## src/bus_iface_defines.vh

```
// constants for the multiplexed bus interface with write queue
// assumes plain verilog-2005 and inclusion by bare name
`ifndef BUS_IFACE_DEFINES_VH
`define BUS_IFACE_DEFINES_VH

// write queue geometry
`define WQ_DEPTH        4
`define WQ_AW           2
// queue word: addr[31:0], data[63:32], byte enables [67:64]
`define WQ_WIDTH        68
// read queue geometry
`define RQ_DEPTH        4
`define RQ_AW           2

// port width codes held per region
`define PW_8            2'h0
`define PW_16           2'h1
`define PW_32           2'h2
// region select: physical address bits [31:29], eight regions
`define REG_HI          31
`define REG_LO          29
`define PWMAP_W         16
`define PWMAP_RST       16'hAAAA

// bus control fields
`define BC_XHOLD        0
`define BC_TURN         1
`define BC_W            2
`define BC_RST          2'h0

`endif

```

## src/sync_fifo.v

```verilog
// parameterised synchronous fifo with valid/ready on both sides
// assumes a single clock and synchronous active-high reset
`timescale 1ns/10ps
module sync_fifo #(
	parameter WIDTH = 68,
	parameter DEPTH = 4,
	parameter AW    = 2
) (
	input  wire             core_clk,
	input  wire             rst,
	input  wire [WIDTH-1:0] in_data,
	input  wire             in_valid,
	output wire             in_ready,
	output wire [WIDTH-1:0] out_data,
	output wire             out_valid,
	input  wire             out_ready
);
	reg [WIDTH-1:0] mem_r [0:DEPTH-1];
	reg [AW-1:0]    wr_ptr_r;
	reg [AW-1:0]    rd_ptr_r;
	reg [AW:0]      count_r;
	wire            push;
	wire            pop;

	// handshake terms
	assign in_ready  = (count_r != DEPTH[AW:0]);
	assign out_valid = (count_r != {(AW+1){1'b0}});
	assign out_data  = mem_r[rd_ptr_r];
	assign push      = in_valid & in_ready;
	assign pop       = out_valid & out_ready;

	// storage write
	always @(posedge core_clk) begin
		if (push) begin
			mem_r[wr_ptr_r] <= in_data;
		end
	end

	// pointers and occupancy
	always @(posedge core_clk) begin
		if (rst) begin
			wr_ptr_r <= {AW{1'b0}};
			rd_ptr_r <= {AW{1'b0}};
			count_r  <= {(AW+1){1'b0}};
		end else begin
			if (push) begin
				wr_ptr_r <= wr_ptr_r + 1'b1;
			end
			if (pop) begin
				rd_ptr_r <= rd_ptr_r + 1'b1;
			end
			if (push & ~pop) begin
				count_r <= count_r + 1'b1;
			end else if (pop & ~push) begin
				count_r <= count_r - 1'b1;
			end
		end
	end
endmodule

```

## src/read_queue_mem.v

```verilog
// small four-word read queue memory with registered read data
// assumes the caller never writes and reads the same slot in one cycle
`timescale 1ns/10ps
module read_queue_mem (
	input  wire        core_clk,
	input  wire        wr_en,
	input  wire [1:0]  wr_addr,
	input  wire [31:0] wr_data,
	input  wire [1:0]  rd_addr,
	output reg  [31:0] rd_data
);
	reg [31:0] mem_r [0:3];

	// write port and registered read port
	always @(posedge core_clk) begin
		if (wr_en) begin
			mem_r[wr_addr] <= wr_data;
		end
		rd_data <= mem_r[rd_addr];
	end
endmodule

```

## src/muxed_bus_interface.v

```verilog
// Function
// - address then data share one 32-bit pin set each transaction
// - address latch strobe high during address phase; outside uses it
// - reads and writes use request/acknowledge handshake with memory
// - arbiter grants bus to external master, takes it back on release
// - 8, 16 and 32-bit ports handled internally, invisible to software
// - port width chosen per address region from kernel-set map
// - extended hold keeps address an extra clock after strobe falls
// - four-entry store queue holds address and data at core rate
// - queued stores leave in order, paced by memory acknowledge
// - wide stores split into narrower writes for narrow ports
// - every store goes through the queue, write-through
// - bus control setting alters control signal timing
// - single and four-word reads; burst mode when memory keeps pace
// - four-entry read queue, narrow read data packed into words
//
// top of the external bus interface unit; one core clock domain.
// assumes memory acknowledge and the dma request are synchronous.
`timescale 1ns/10ps
`include "bus_iface_defines.vh"
module muxed_bus_interface (
	input  wire        core_clk,
	input  wire        rst,
	input  wire [15:0] port_width_map,
	input  wire [1:0]  bus_ctrl,
	input  wire        st_valid,
	input  wire [31:0] st_addr,
	input  wire [31:0] st_data,
	input  wire [3:0]  st_be,
	output reg         st_ready,
	input  wire        rd_req,
	input  wire [31:0] rd_addr,
	input  wire        rd_quad,
	input  wire        burst_en,
	output reg         rd_word_valid,
	output reg  [31:0] rd_word,
	output reg         rd_done,
	input  wire [31:0] ad_in,
	output reg  [31:0] ad_out,
	output reg         ad_oe,
	output reg         ale,
	output reg         rd_strobe,
	output reg         wr_strobe,
	output reg  [3:0]  byte_en,
	input  wire        ack,
	input  wire        dma_req,
	output reg         dma_grant
);
	// states, one-hot
	localparam S_IDLE  = 7'h01;
	localparam S_ADDR  = 7'h02;
	localparam S_HOLD  = 7'h04;
	localparam S_DATA  = 7'h08;
	localparam S_TURN  = 7'h10;
	localparam S_GRANT = 7'h20;
	localparam S_DRAIN = 7'h40;

	reg  [6:0]  state_r;
	reg         is_rd_r;
	reg  [31:0] cur_addr_r;
	reg  [31:0] cur_data_r;
	reg  [3:0]  cur_be_r;
	reg  [1:0]  pw_r;
	reg  [1:0]  sub_r;
	reg  [1:0]  beat_r;
	reg  [31:0] pack_r;
	reg  [1:0]  wcnt_r;
	reg  [1:0]  rq_wr_r;
	reg  [1:0]  rq_rd_r;
	reg  [2:0]  rq_cnt_r;
	reg         rq_pend_r;
	reg         rd_quad_r;
	reg  [1:0]  nsub;
	reg  [31:0] lane_data;
	reg  [3:0]  lane_be;
	reg  [31:0] pack_nxt;
	wire [`WQ_WIDTH-1:0] wq_out;
	wire        wq_valid;
	reg         wq_pop;
	wire [31:0] rq_data;
	wire [2:0]  region;
	wire [1:0]  pw_sel;
	wire        word_done;
	wire        rq_push;
	reg         rq_push_d_r;
	reg  [2:0]  wq_cnt_r;
	reg  [2:0]  wq_cnt_nxt;
	wire        wq_push;
	wire        rq_take;

	// store queue: every core store enters here
	sync_fifo #(
		.WIDTH (`WQ_WIDTH),
		.DEPTH (`WQ_DEPTH),
		.AW    (`WQ_AW)
	) u_wq (
		.core_clk  (core_clk),
		.rst       (rst),
		.in_data   ({st_be, st_data, st_addr}),
		.in_valid  (st_valid),
		.in_ready  (),
		.out_data  (wq_out),
		.out_valid (wq_valid),
		.out_ready (wq_pop)
	);

	// read queue storage
	read_queue_mem u_rq (
		.core_clk (core_clk),
		.wr_en    (rq_push),
		.wr_addr  (rq_wr_r),
		.wr_data  (pack_nxt),
		.rd_addr  (rq_rd_r),
		.rd_data  (rq_data)
	);

	// region lookup for port width
	// only the store pick uses this; a stale read flag must not steer it
	assign region = wq_out[`REG_HI:`REG_LO];
	assign pw_sel = port_width_map[{region, 1'b0} +: 2];

	// sub-transfers per word minus one, by width
	always @* begin
		case (pw_r)
			`PW_8:   nsub = 2'h3;
			`PW_16:  nsub = 2'h1;
			default: nsub = 2'h0;
		endcase
	end

	// lane steering: move current piece to the low lanes of a narrow port
	always @* begin
		lane_data = cur_data_r;
		lane_be   = cur_be_r;
		if (pw_r == `PW_8) begin
			lane_data = {24'h000000, cur_data_r[{sub_r, 3'h0} +: 8]};
			lane_be   = {3'h0, cur_be_r[sub_r]};
		end else if (pw_r == `PW_16) begin
			lane_data = {16'h0000, cur_data_r[{sub_r[0], 4'h0} +: 16]};
			lane_be   = {2'h0, cur_be_r[{sub_r[0], 1'b0} +: 2]};
		end
	end

	// read packing of narrow port data into a full word
	always @* begin
		pack_nxt = pack_r;
		if (pw_r == `PW_8) begin
			pack_nxt[{sub_r, 3'h0} +: 8] = ad_in[7:0];
		end else if (pw_r == `PW_16) begin
			pack_nxt[{sub_r[0], 4'h0} +: 16] = ad_in[15:0];
		end else begin
			pack_nxt = ad_in;
		end
	end

	assign word_done = (state_r == S_DATA) & ack & (sub_r == nsub);
	assign rq_push   = word_done & is_rd_r;
	// a word written to the read queue is visible at its registered port two cycles on
	assign rq_take   = (rq_cnt_r != 3'h0) & ~rd_word_valid & ~rq_push_d_r &
	                   ((state_r == S_IDLE) | (state_r == S_TURN));

	// store queue occupancy mirror so that st_ready leaves a flip-flop
	assign wq_push = st_valid & st_ready;

	always @* begin
		wq_cnt_nxt = wq_cnt_r;
		if (wq_push & ~wq_pop) begin
			wq_cnt_nxt = wq_cnt_r + 3'h1;
		end else if (wq_pop & ~wq_push) begin
			wq_cnt_nxt = wq_cnt_r - 3'h1;
		end
	end

	// ready drops when four entries are held; only a count of four has bit 2 set
	always @(posedge core_clk) begin
		if (rst) begin
			wq_cnt_r <= 3'h0;
			st_ready <= 1'b1;
		end else begin
			wq_cnt_r <= wq_cnt_nxt;
			st_ready <= ~wq_cnt_nxt[2];
		end
	end

	// main bus sequencer
	always @(posedge core_clk) begin
		if (rst) begin
			state_r    <= S_IDLE;
			is_rd_r    <= 1'b0;
			cur_addr_r <= 32'h00000000;
			cur_data_r <= 32'h00000000;
			cur_be_r   <= 4'h0;
			pw_r       <= `PW_32;
			sub_r      <= 2'h0;
			beat_r     <= 2'h0;
			pack_r     <= 32'h00000000;
			rd_quad_r  <= 1'b0;
			ad_out     <= 32'h00000000;
			ad_oe      <= 1'b0;
			ale        <= 1'b0;
			rd_strobe  <= 1'b0;
			wr_strobe  <= 1'b0;
			byte_en    <= 4'h0;
			dma_grant  <= 1'b0;
			wq_pop     <= 1'b0;
			wcnt_r     <= 2'h0;
			rq_pend_r  <= 1'b0;
		end else begin
			wq_pop <= 1'b0;
			case (state_r)
				S_IDLE: begin
					// external master first, then reads, then stores
					if (dma_req) begin
						dma_grant <= 1'b1;
						ad_oe     <= 1'b0;
						state_r   <= S_GRANT;
					end else if (rd_req & ~rq_pend_r) begin
						is_rd_r    <= 1'b1;
						rd_quad_r  <= rd_quad;
						rq_pend_r  <= 1'b1;
						beat_r     <= 2'h0;
						cur_addr_r <= rd_addr;
						pw_r       <= port_width_map[{rd_addr[`REG_HI:`REG_LO], 1'b0} +: 2];
						sub_r      <= 2'h0;
						state_r    <= S_ADDR;
					end else if (wq_valid & ~wq_pop) begin
						// oldest queued store goes out first
						is_rd_r    <= 1'b0;
						cur_addr_r <= wq_out[31:0];
						cur_data_r <= wq_out[63:32];
						cur_be_r   <= wq_out[67:64];
						pw_r       <= pw_sel;
						sub_r      <= 2'h0;
						state_r    <= S_ADDR;
					end
				end
				S_ADDR: begin
					// address on shared pins with latch strobe
					// byte pieces step by one, halfword pieces by two
					ad_out  <= {cur_addr_r[31:2], 2'h0} +
					           {28'h0000000, beat_r, (pw_r == `PW_16) ? {sub_r[0], 1'b0} : sub_r};
					ad_oe   <= 1'b1;
					ale     <= 1'b1;
					byte_en <= is_rd_r ? 4'hF : lane_be;
					state_r <= bus_ctrl[`BC_XHOLD] ? S_HOLD : S_DATA;
				end
				S_HOLD: begin
					// strobe falls, address held one more slot
					ale     <= 1'b0;
					state_r <= S_DATA;
				end
				S_DATA: begin
					// data phase, ended by memory acknowledge
					ale <= 1'b0;
					if (is_rd_r) begin
						ad_oe     <= 1'b0;
						rd_strobe <= 1'b1;
					end else begin
						ad_out    <= lane_data;
						ad_oe     <= 1'b1;
						wr_strobe <= 1'b1;
					end
					if (ack & (rd_strobe | wr_strobe)) begin
						rd_strobe <= 1'b0;
						wr_strobe <= 1'b0;
						if (is_rd_r) begin
							pack_r <= pack_nxt;
						end
						if (sub_r != nsub) begin
							// next narrow piece
							sub_r   <= sub_r + 2'h1;
							state_r <= S_ADDR;
						end else if (is_rd_r & rd_quad_r & (beat_r != 2'h3)) begin
							// next word of a quad read
							sub_r   <= 2'h0;
							beat_r  <= beat_r + 2'h1;
							state_r <= (burst_en & (nsub == 2'h0)) ? S_DATA : S_ADDR;
						end else begin
							if (~is_rd_r) begin
								wq_pop <= 1'b1;
							end
							ad_oe   <= 1'b0;
							state_r <= (is_rd_r & bus_ctrl[`BC_TURN]) ? S_TURN : S_IDLE;
						end
					end
				end
				S_TURN: begin
					// extra idle slot after reads for bus turnaround
					state_r <= S_IDLE;
				end
				S_GRANT: begin
					// pins released until external master lets go
					if (~dma_req) begin
						dma_grant <= 1'b0;
						state_r   <= S_IDLE;
					end
				end
				default: begin
					state_r <= S_IDLE;
				end
			endcase
			if (rd_done) begin
				rq_pend_r <= 1'b0;
			end
		end
	end

	// read queue bookkeeping and delivery to the core
	always @(posedge core_clk) begin
		if (rst) begin
			rq_wr_r       <= 2'h0;
			rq_rd_r       <= 2'h0;
			rq_cnt_r      <= 3'h0;
			rd_word_valid <= 1'b0;
			rd_word       <= 32'h00000000;
			rd_done       <= 1'b0;
			rq_push_d_r   <= 1'b0;
		end else begin
			rd_word_valid <= 1'b0;
			rd_done       <= 1'b0;
			rq_push_d_r   <= rq_push;
			if (rq_push) begin
				rq_wr_r <= rq_wr_r + 2'h1;
			end
			// release words once the whole read has arrived
			if (rq_take) begin
				rd_word_valid <= 1'b1;
				rd_word       <= rq_data;
				rq_rd_r       <= rq_rd_r + 2'h1;
				rd_done       <= (rq_cnt_r == 3'h1);
			end
			if (rq_push & ~rq_take) begin
				rq_cnt_r <= rq_cnt_r + 3'h1;
			end else if (rq_take & ~rq_push) begin
				rq_cnt_r <= rq_cnt_r - 3'h1;
			end
		end
	end
endmodule

```

## config.mk

```make
export PLATFORM = sky130hd
export DESIGN_NAME = muxed_bus_interface
export DESIGN_NICKNAME = d
export VERILOG_FILES = /design/src/sync_fifo.v /design/src/read_queue_mem.v /design/src/muxed_bus_interface.v
export VERILOG_INCLUDE_DIRS = /design/src
export SDC_FILE = /design/constraint.sdc
export NUM_CORES = 1
export LEC_CHECK = 0
export BUFFER_PORTS_ARGS = -buffer_cell sky130_fd_sc_hd__buf_2
export CORE_ASPECT_RATIO = 1.4
export CORE_UTILIZATION = 53
export DETAILED_ROUTE_END_ITERATION = 12
export PLACE_DENSITY = 0.75
export SLEW_MARGIN = 20
export SYNTH_ARGS = -nofsm -noshare
export SYNTH_HDL_FRONTEND = slang
export SYNTH_SLANG_ARGS = --single-unit
```

## constraint.sdc

```tcl
create_clock -name core_clk -period 3.1 [get_ports core_clk]
set_input_delay 0.155 -clock core_clk [delete_from_list [all_inputs] [get_ports core_clk]]
set_output_delay 0.155 -clock core_clk [all_outputs]
set_load 0.01 [all_outputs]
```

==> impl_metrics.tcl <==
set metrics [dict create \
    run_status "finished clean" \
    critical_path_required_ns 3.64 \
    number_of_synthesized_flops_with_an_enable_pin 392 \
    worst-endpoint-arrival_ns 3.25 \
    post-place-ws_ns 0.4056 \
    pwr-share-comb_pct 15.6 \
    skew_ns 0.02673 \
    synth_sequential_area_ratio_pct 65.16 \
    timing.critical_path.from_type "register" \
    worst_r2r_endpoint "pack_r[22]$_SDFFE_PP0P_" \
    vias_in_the_first_global_route 17280 \
    cts_root_buf "sky130_fd_sc_hd__clkbuf_16" \
    placedCellCount 2674 \
    layout_setup_ws_ns 0.3895 \
    areaGrowthSynthToFinish_pct 20.06 \
    hp-class "input pin to register" \
    placed_instance_area_um2 27480 \
    synth_flop_cell "sky130_fd_sc_hd__edfxtp_1" \
    netSwitchingPower_mw 5.511 \
    kind_of_critical_path "register to register" \
    routed_wire_length_per_instance_um 22.15 \
    synth_async_sr_flop_share_pct 0 \
    antenna_violating_nets_post_route 0 \
    io_pins 234 \
    die_h_um 261.5 \
    critical_path_peak_fanout 9 \
    num_vias 17090 \
    finalMaxSlewViolations 0 \
    clockPowerShare_pct 35.2 \
    drive_gt1_share_pct 22.77 \
    antenna_found_initial 0 \
    synth_adder_area_share_pct 1.433 \
    synth_top_cell_by_area "sky130_fd_sc_hd__edfxtp_1" \
    tritoncts "yes" \
    number_of_warnings_reported_in_the_yosys_synthesis_log 0 \
    timing.final.crit_period_ns 2.711 \
    post_synth_inst_count 1893 \
    yosys.area_share.xor_xnor_pct 1.374 \
    hold_violations 0 \
    power.static_leakage_nw 10.70 \
    synth_top_family_by_area "multiplexers" \
    ys_seq_elements 634 \
    clk_pin_slew_ns 0.06 \
    power.sequential.fraction_pct 49.2 \
    synth_compound_gate_area_share_pct 8.503 \
    mappedNetlistArea_um2 25500 \
    final_std_cell_area_no_fill_um2 30620 \
    die_w_um 187.4 \
    timing.reg2reg.setup_slack_ns 0.39 \
    report.final.setup_viol 0 \
    count_of_h_tree_levels_built_during_cts 2 \
    synth.net_count 2079 \
    tightestPinTransition_ns 1.061 \
    critical_path.startpoint "sub_r[0]$_SDFFE_PP0P_" \
    max_slew_margin_pct 29.26 \
    drc 0 \
    post_synth_mux_area_share_pct 11.25 \
    fmaxAchievable_ghz 0.3689 \
    floorplan.rows 94 \
    setup_repair_after_global_routing_missed_its_margin "false" \
    irDropWorstVdd_mv 0.5322 \
    detailed_place_hpwl_um 41080 \
    postSynthAreaPerCell_um2 13.47 \
    layout.nets 2409 \
    netlist_top_cells_area "sky130_fd_sc_hd__edfxtp_1 (46%), sky130_fd_sc_hd__dfxtp_1 (19%), sky130_fd_sc_hd__mux4_2 (9.3%)" \
    ctsLongestPathBuffers 3 \
    report.power.total_mw 20.87 \
    drt-pass1-iter-count 6 \
    power_per_cell_area_nw_per_um2 681.5 \
    synth_top_area_share_pct 46.16 \
    gp_congestion 0.9156 \
    floorplan.initialDensity_pct 53.94 \
    grt_max_degree 102 \
    core_region_area_um2 47280 \
    die_area_um2 49010 \
    worst_setup_path_endpoint "pack_r[22]$_SDFFE_PP0P_" \
    final_cells 2896 \
    totalWireLength_um 64150 \
    drt_iter0_markers 1282 \
    vias_per_std_cell 5.901 \
    endpoint_kind "register" \
    setup-tns-final_ns 0 \
    worstReg2RegStart "sub_r[0]$_SDFFE_PP0P_" \
    grtUsageTotal_pct 26.09 \
    cell_internal_pwr_mw 15.36 \
    post-route-period-util_pct 87.44 \
    globalRoute.totalOverflow 0 \
    worst_skew_pair.late_latency_ns 0.63 \
    cts.sinks 634 \
    power_switching_share_pct 26.41 \
    basic_gate_share_of_the_synthesized_area_counting_and_or_nand_and_nor_cells_pct 9.744 \
    reg2regPathDepth 8 \
    timing.max_cap.violations 0 \
    port_buffers 229 \
    cts_made_buffers 56 \
    synth_cell_type_count 80 \
    first_pass_grt_wire_length_um 97530 \
]
[per-stage QoR]
step,hold WS [ns],utilization [%]
floorplan,0.2539,-
global placement,0.3642,58.13
detailed placement,0.3725,58.13
CTS,0.003919,64.75
global route,0.008484,64.75
finish,0.03830,64.76
[critical path: stages, from the launching register on]
cell and delay (ns):
sky130_fd_sc_hd__dfxtp_1 0.31, sky130_fd_sc_hd__inv_1 0.23, sky130_fd_sc_hd__ha_1 0.21, sky130_fd_sc_hd__or3b_2 0.45, sky130_fd_sc_hd__o21ai_2 0.37, sky130_fd_sc_hd__a22oi_1 0.16
sky130_fd_sc_hd__o21ai_0 0.58, sky130_fd_sc_hd__nand2_1 0.15, sky130_fd_sc_hd__a21oi_1 0.16
[cell usage after synthesis (9+ instances only)]
library cell               number
sky130_fd_sc_hd__dfxtp_1      242
sky130_fd_sc_hd__nor4_1        14
sky130_fd_sc_hd__mux4_2       105
sky130_fd_sc_hd__a22o_1        15
sky130_fd_sc_hd__xor2_1        25
sky130_fd_sc_hd__nand3_1       18
sky130_fd_sc_hd__o21ai_0       36
sky130_fd_sc_hd__clkbuf_1      77
sky130_fd_sc_hd__xnor2_1       15
sky130_fd_sc_hd__a211oi_1      32
sky130_fd_sc_hd__mux2i_1       38
sky130_fd_sc_hd__ha_1          26
sky130_fd_sc_hd__a221oi_1      11
sky130_fd_sc_hd__a21o_1        11
sky130_fd_sc_hd__a21oi_1      129
sky130_fd_sc_hd__nand4_1       11
sky130_fd_sc_hd__o211ai_1      11
sky130_fd_sc_hd__a311oi_1      28
sky130_fd_sc_hd__nor3_1        29
sky130_fd_sc_hd__buf_2         34
sky130_fd_sc_hd__edfxtp_1     392
sky130_fd_sc_hd__nor2_1       123
sky130_fd_sc_hd__mux2_2         9
sky130_fd_sc_hd__nand2_1      293
sky130_fd_sc_hd__inv_1         34
[worst min-delay path by stage]
stage / to / cells after the start / start / slack, ns
2_1_floorplan: u_wq.mem_r[0][10]$_DFFE_PP_ / 0 / st_addr[10] / 0.25
3_3_place_gp: u_wq.mem_r[3][38]$_DFFE_PP_ / 1 / st_data[6] / 0.36
3_5_place_dp: u_wq.mem_r[2][43]$_DFFE_PP_ / 1 / st_data[11] / 0.37
4_1_cts: u_rq.mem_r[2][25]$_DFFE_PP_ / 2 / ad_in[25] / 0.004
5_1_grt: u_rq.mem_r[2][25]$_DFFE_PP_ / 2 / ad_in[25] / 0.008
6_report: u_rq.mem_r[2][11]$_DFFE_PP_ / 3 / ad_in[3] / 0.04
[area by class of cell]
cell class                      instances  area [um^2]
Antenna cell                            1        2.502
Clock buffer                           83         1725
Clock inverter                         23        254.0
Fill cell                            3422        16660
Inverter                               34        127.6
Multi-Input combinational cell       1102         8265
Sequential cell                       634        16620
Tap cell                              624        780.7
Timing Repair Buffer                  395         2836
[repair_timing]
item / 4_1_cts / 5_1_grt
endpoints found under the hold margin: 364 / 0
hold buffers: 115 / 0
endpoints found under the setup margin: 0 / 0
buffers inserted: 0 / 0
gates resized for setup: 0 / 0
[sequential cells by signal, summed over array words and instances, names as in the netlist, 3 cells and up, named ones only]
signal,flops
cur_addr_r,30
rd_word,32
cur_be_r,4
u_rq.mem_r,128
byte_en,4
pack_r,32
state_r,6
cur_data_r,32
u_wq.count_r,3
ad_out,32
rq_cnt_r,3
u_rq.rd_data,32
wq_cnt_r,3
u_wq.mem_r,264
[cells by family (layout without fill, tap and decap cells)]
group	count (synthesis)	after routing
other cells	0	1
flops	634	634
simple gates	553	553
mux	153	153
fa+ha+maj	28	28
xor+xnor	40	40
buf+inv	157	535
compound gates	328	328
[power groups by stage]
stage               logic [mW]  registers [mW]  clock network [mW]
floorplan                 2.08            10.3                   0
global placement          3.04            10.4                   0
detailed placement        3.12            10.4                   0
CTS                       3.27            10.3                7.43
global route              3.56            10.3                7.73
finish                    3.26            10.3                7.34
[cell usage in the layout (no fill, tap or decap), types with 8 or more instances in the layout]
cell type,netlist,final
sky130_fd_sc_hd__buf_2,34,228
sky130_fd_sc_hd__mux4_2,105,105
sky130_fd_sc_hd__nor4_1,14,14
sky130_fd_sc_hd__nand3_1,18,18
sky130_fd_sc_hd__a221oi_1,11,11
sky130_fd_sc_hd__xnor2_1,15,15
sky130_fd_sc_hd__nor3_1,29,29
sky130_fd_sc_hd__buf_4,2,39
sky130_fd_sc_hd__a22o_1,15,15
sky130_fd_sc_hd__inv_1,34,36
sky130_fd_sc_hd__nor2_1,123,123
sky130_fd_sc_hd__o21ai_0,36,35
sky130_fd_sc_hd__clkbuf_16,0,62
sky130_fd_sc_hd__a21o_1,11,11
sky130_fd_sc_hd__nand4_1,11,11
sky130_fd_sc_hd__a222oi_1,8,8
sky130_fd_sc_hd__edfxtp_1,392,392
sky130_fd_sc_hd__a21oi_1,129,128
sky130_fd_sc_hd__o211ai_1,11,11
sky130_fd_sc_hd__ha_1,26,26
sky130_fd_sc_hd__buf_12,0,12
sky130_fd_sc_hd__dfxtp_1,242,237
sky130_fd_sc_hd__a311oi_1,28,28
sky130_fd_sc_hd__mux2i_1,38,38
sky130_fd_sc_hd__nand2_1,293,293
sky130_fd_sc_hd__mux2_2,9,9
sky130_fd_sc_hd__dlygate4sd3_1,0,115
sky130_fd_sc_hd__a211oi_1,32,32
sky130_fd_sc_hd__clkbuf_1,77,10
sky130_fd_sc_hd__clkinv_2,0,8
sky130_fd_sc_hd__xor2_1,25,25
sky130_fd_sc_hd__a22oi_1,8,8
sky130_fd_sc_hd__clkbuf_8,0,9
[routing by layer]
layer	track usage (%)	part of all wire, %
met3	5.092	6.9
met2	46.28	52
met4	13.53	5.2
met5	0	0
met1	30.09	36
Note: power is estimated with default switching activity, not from simulation.
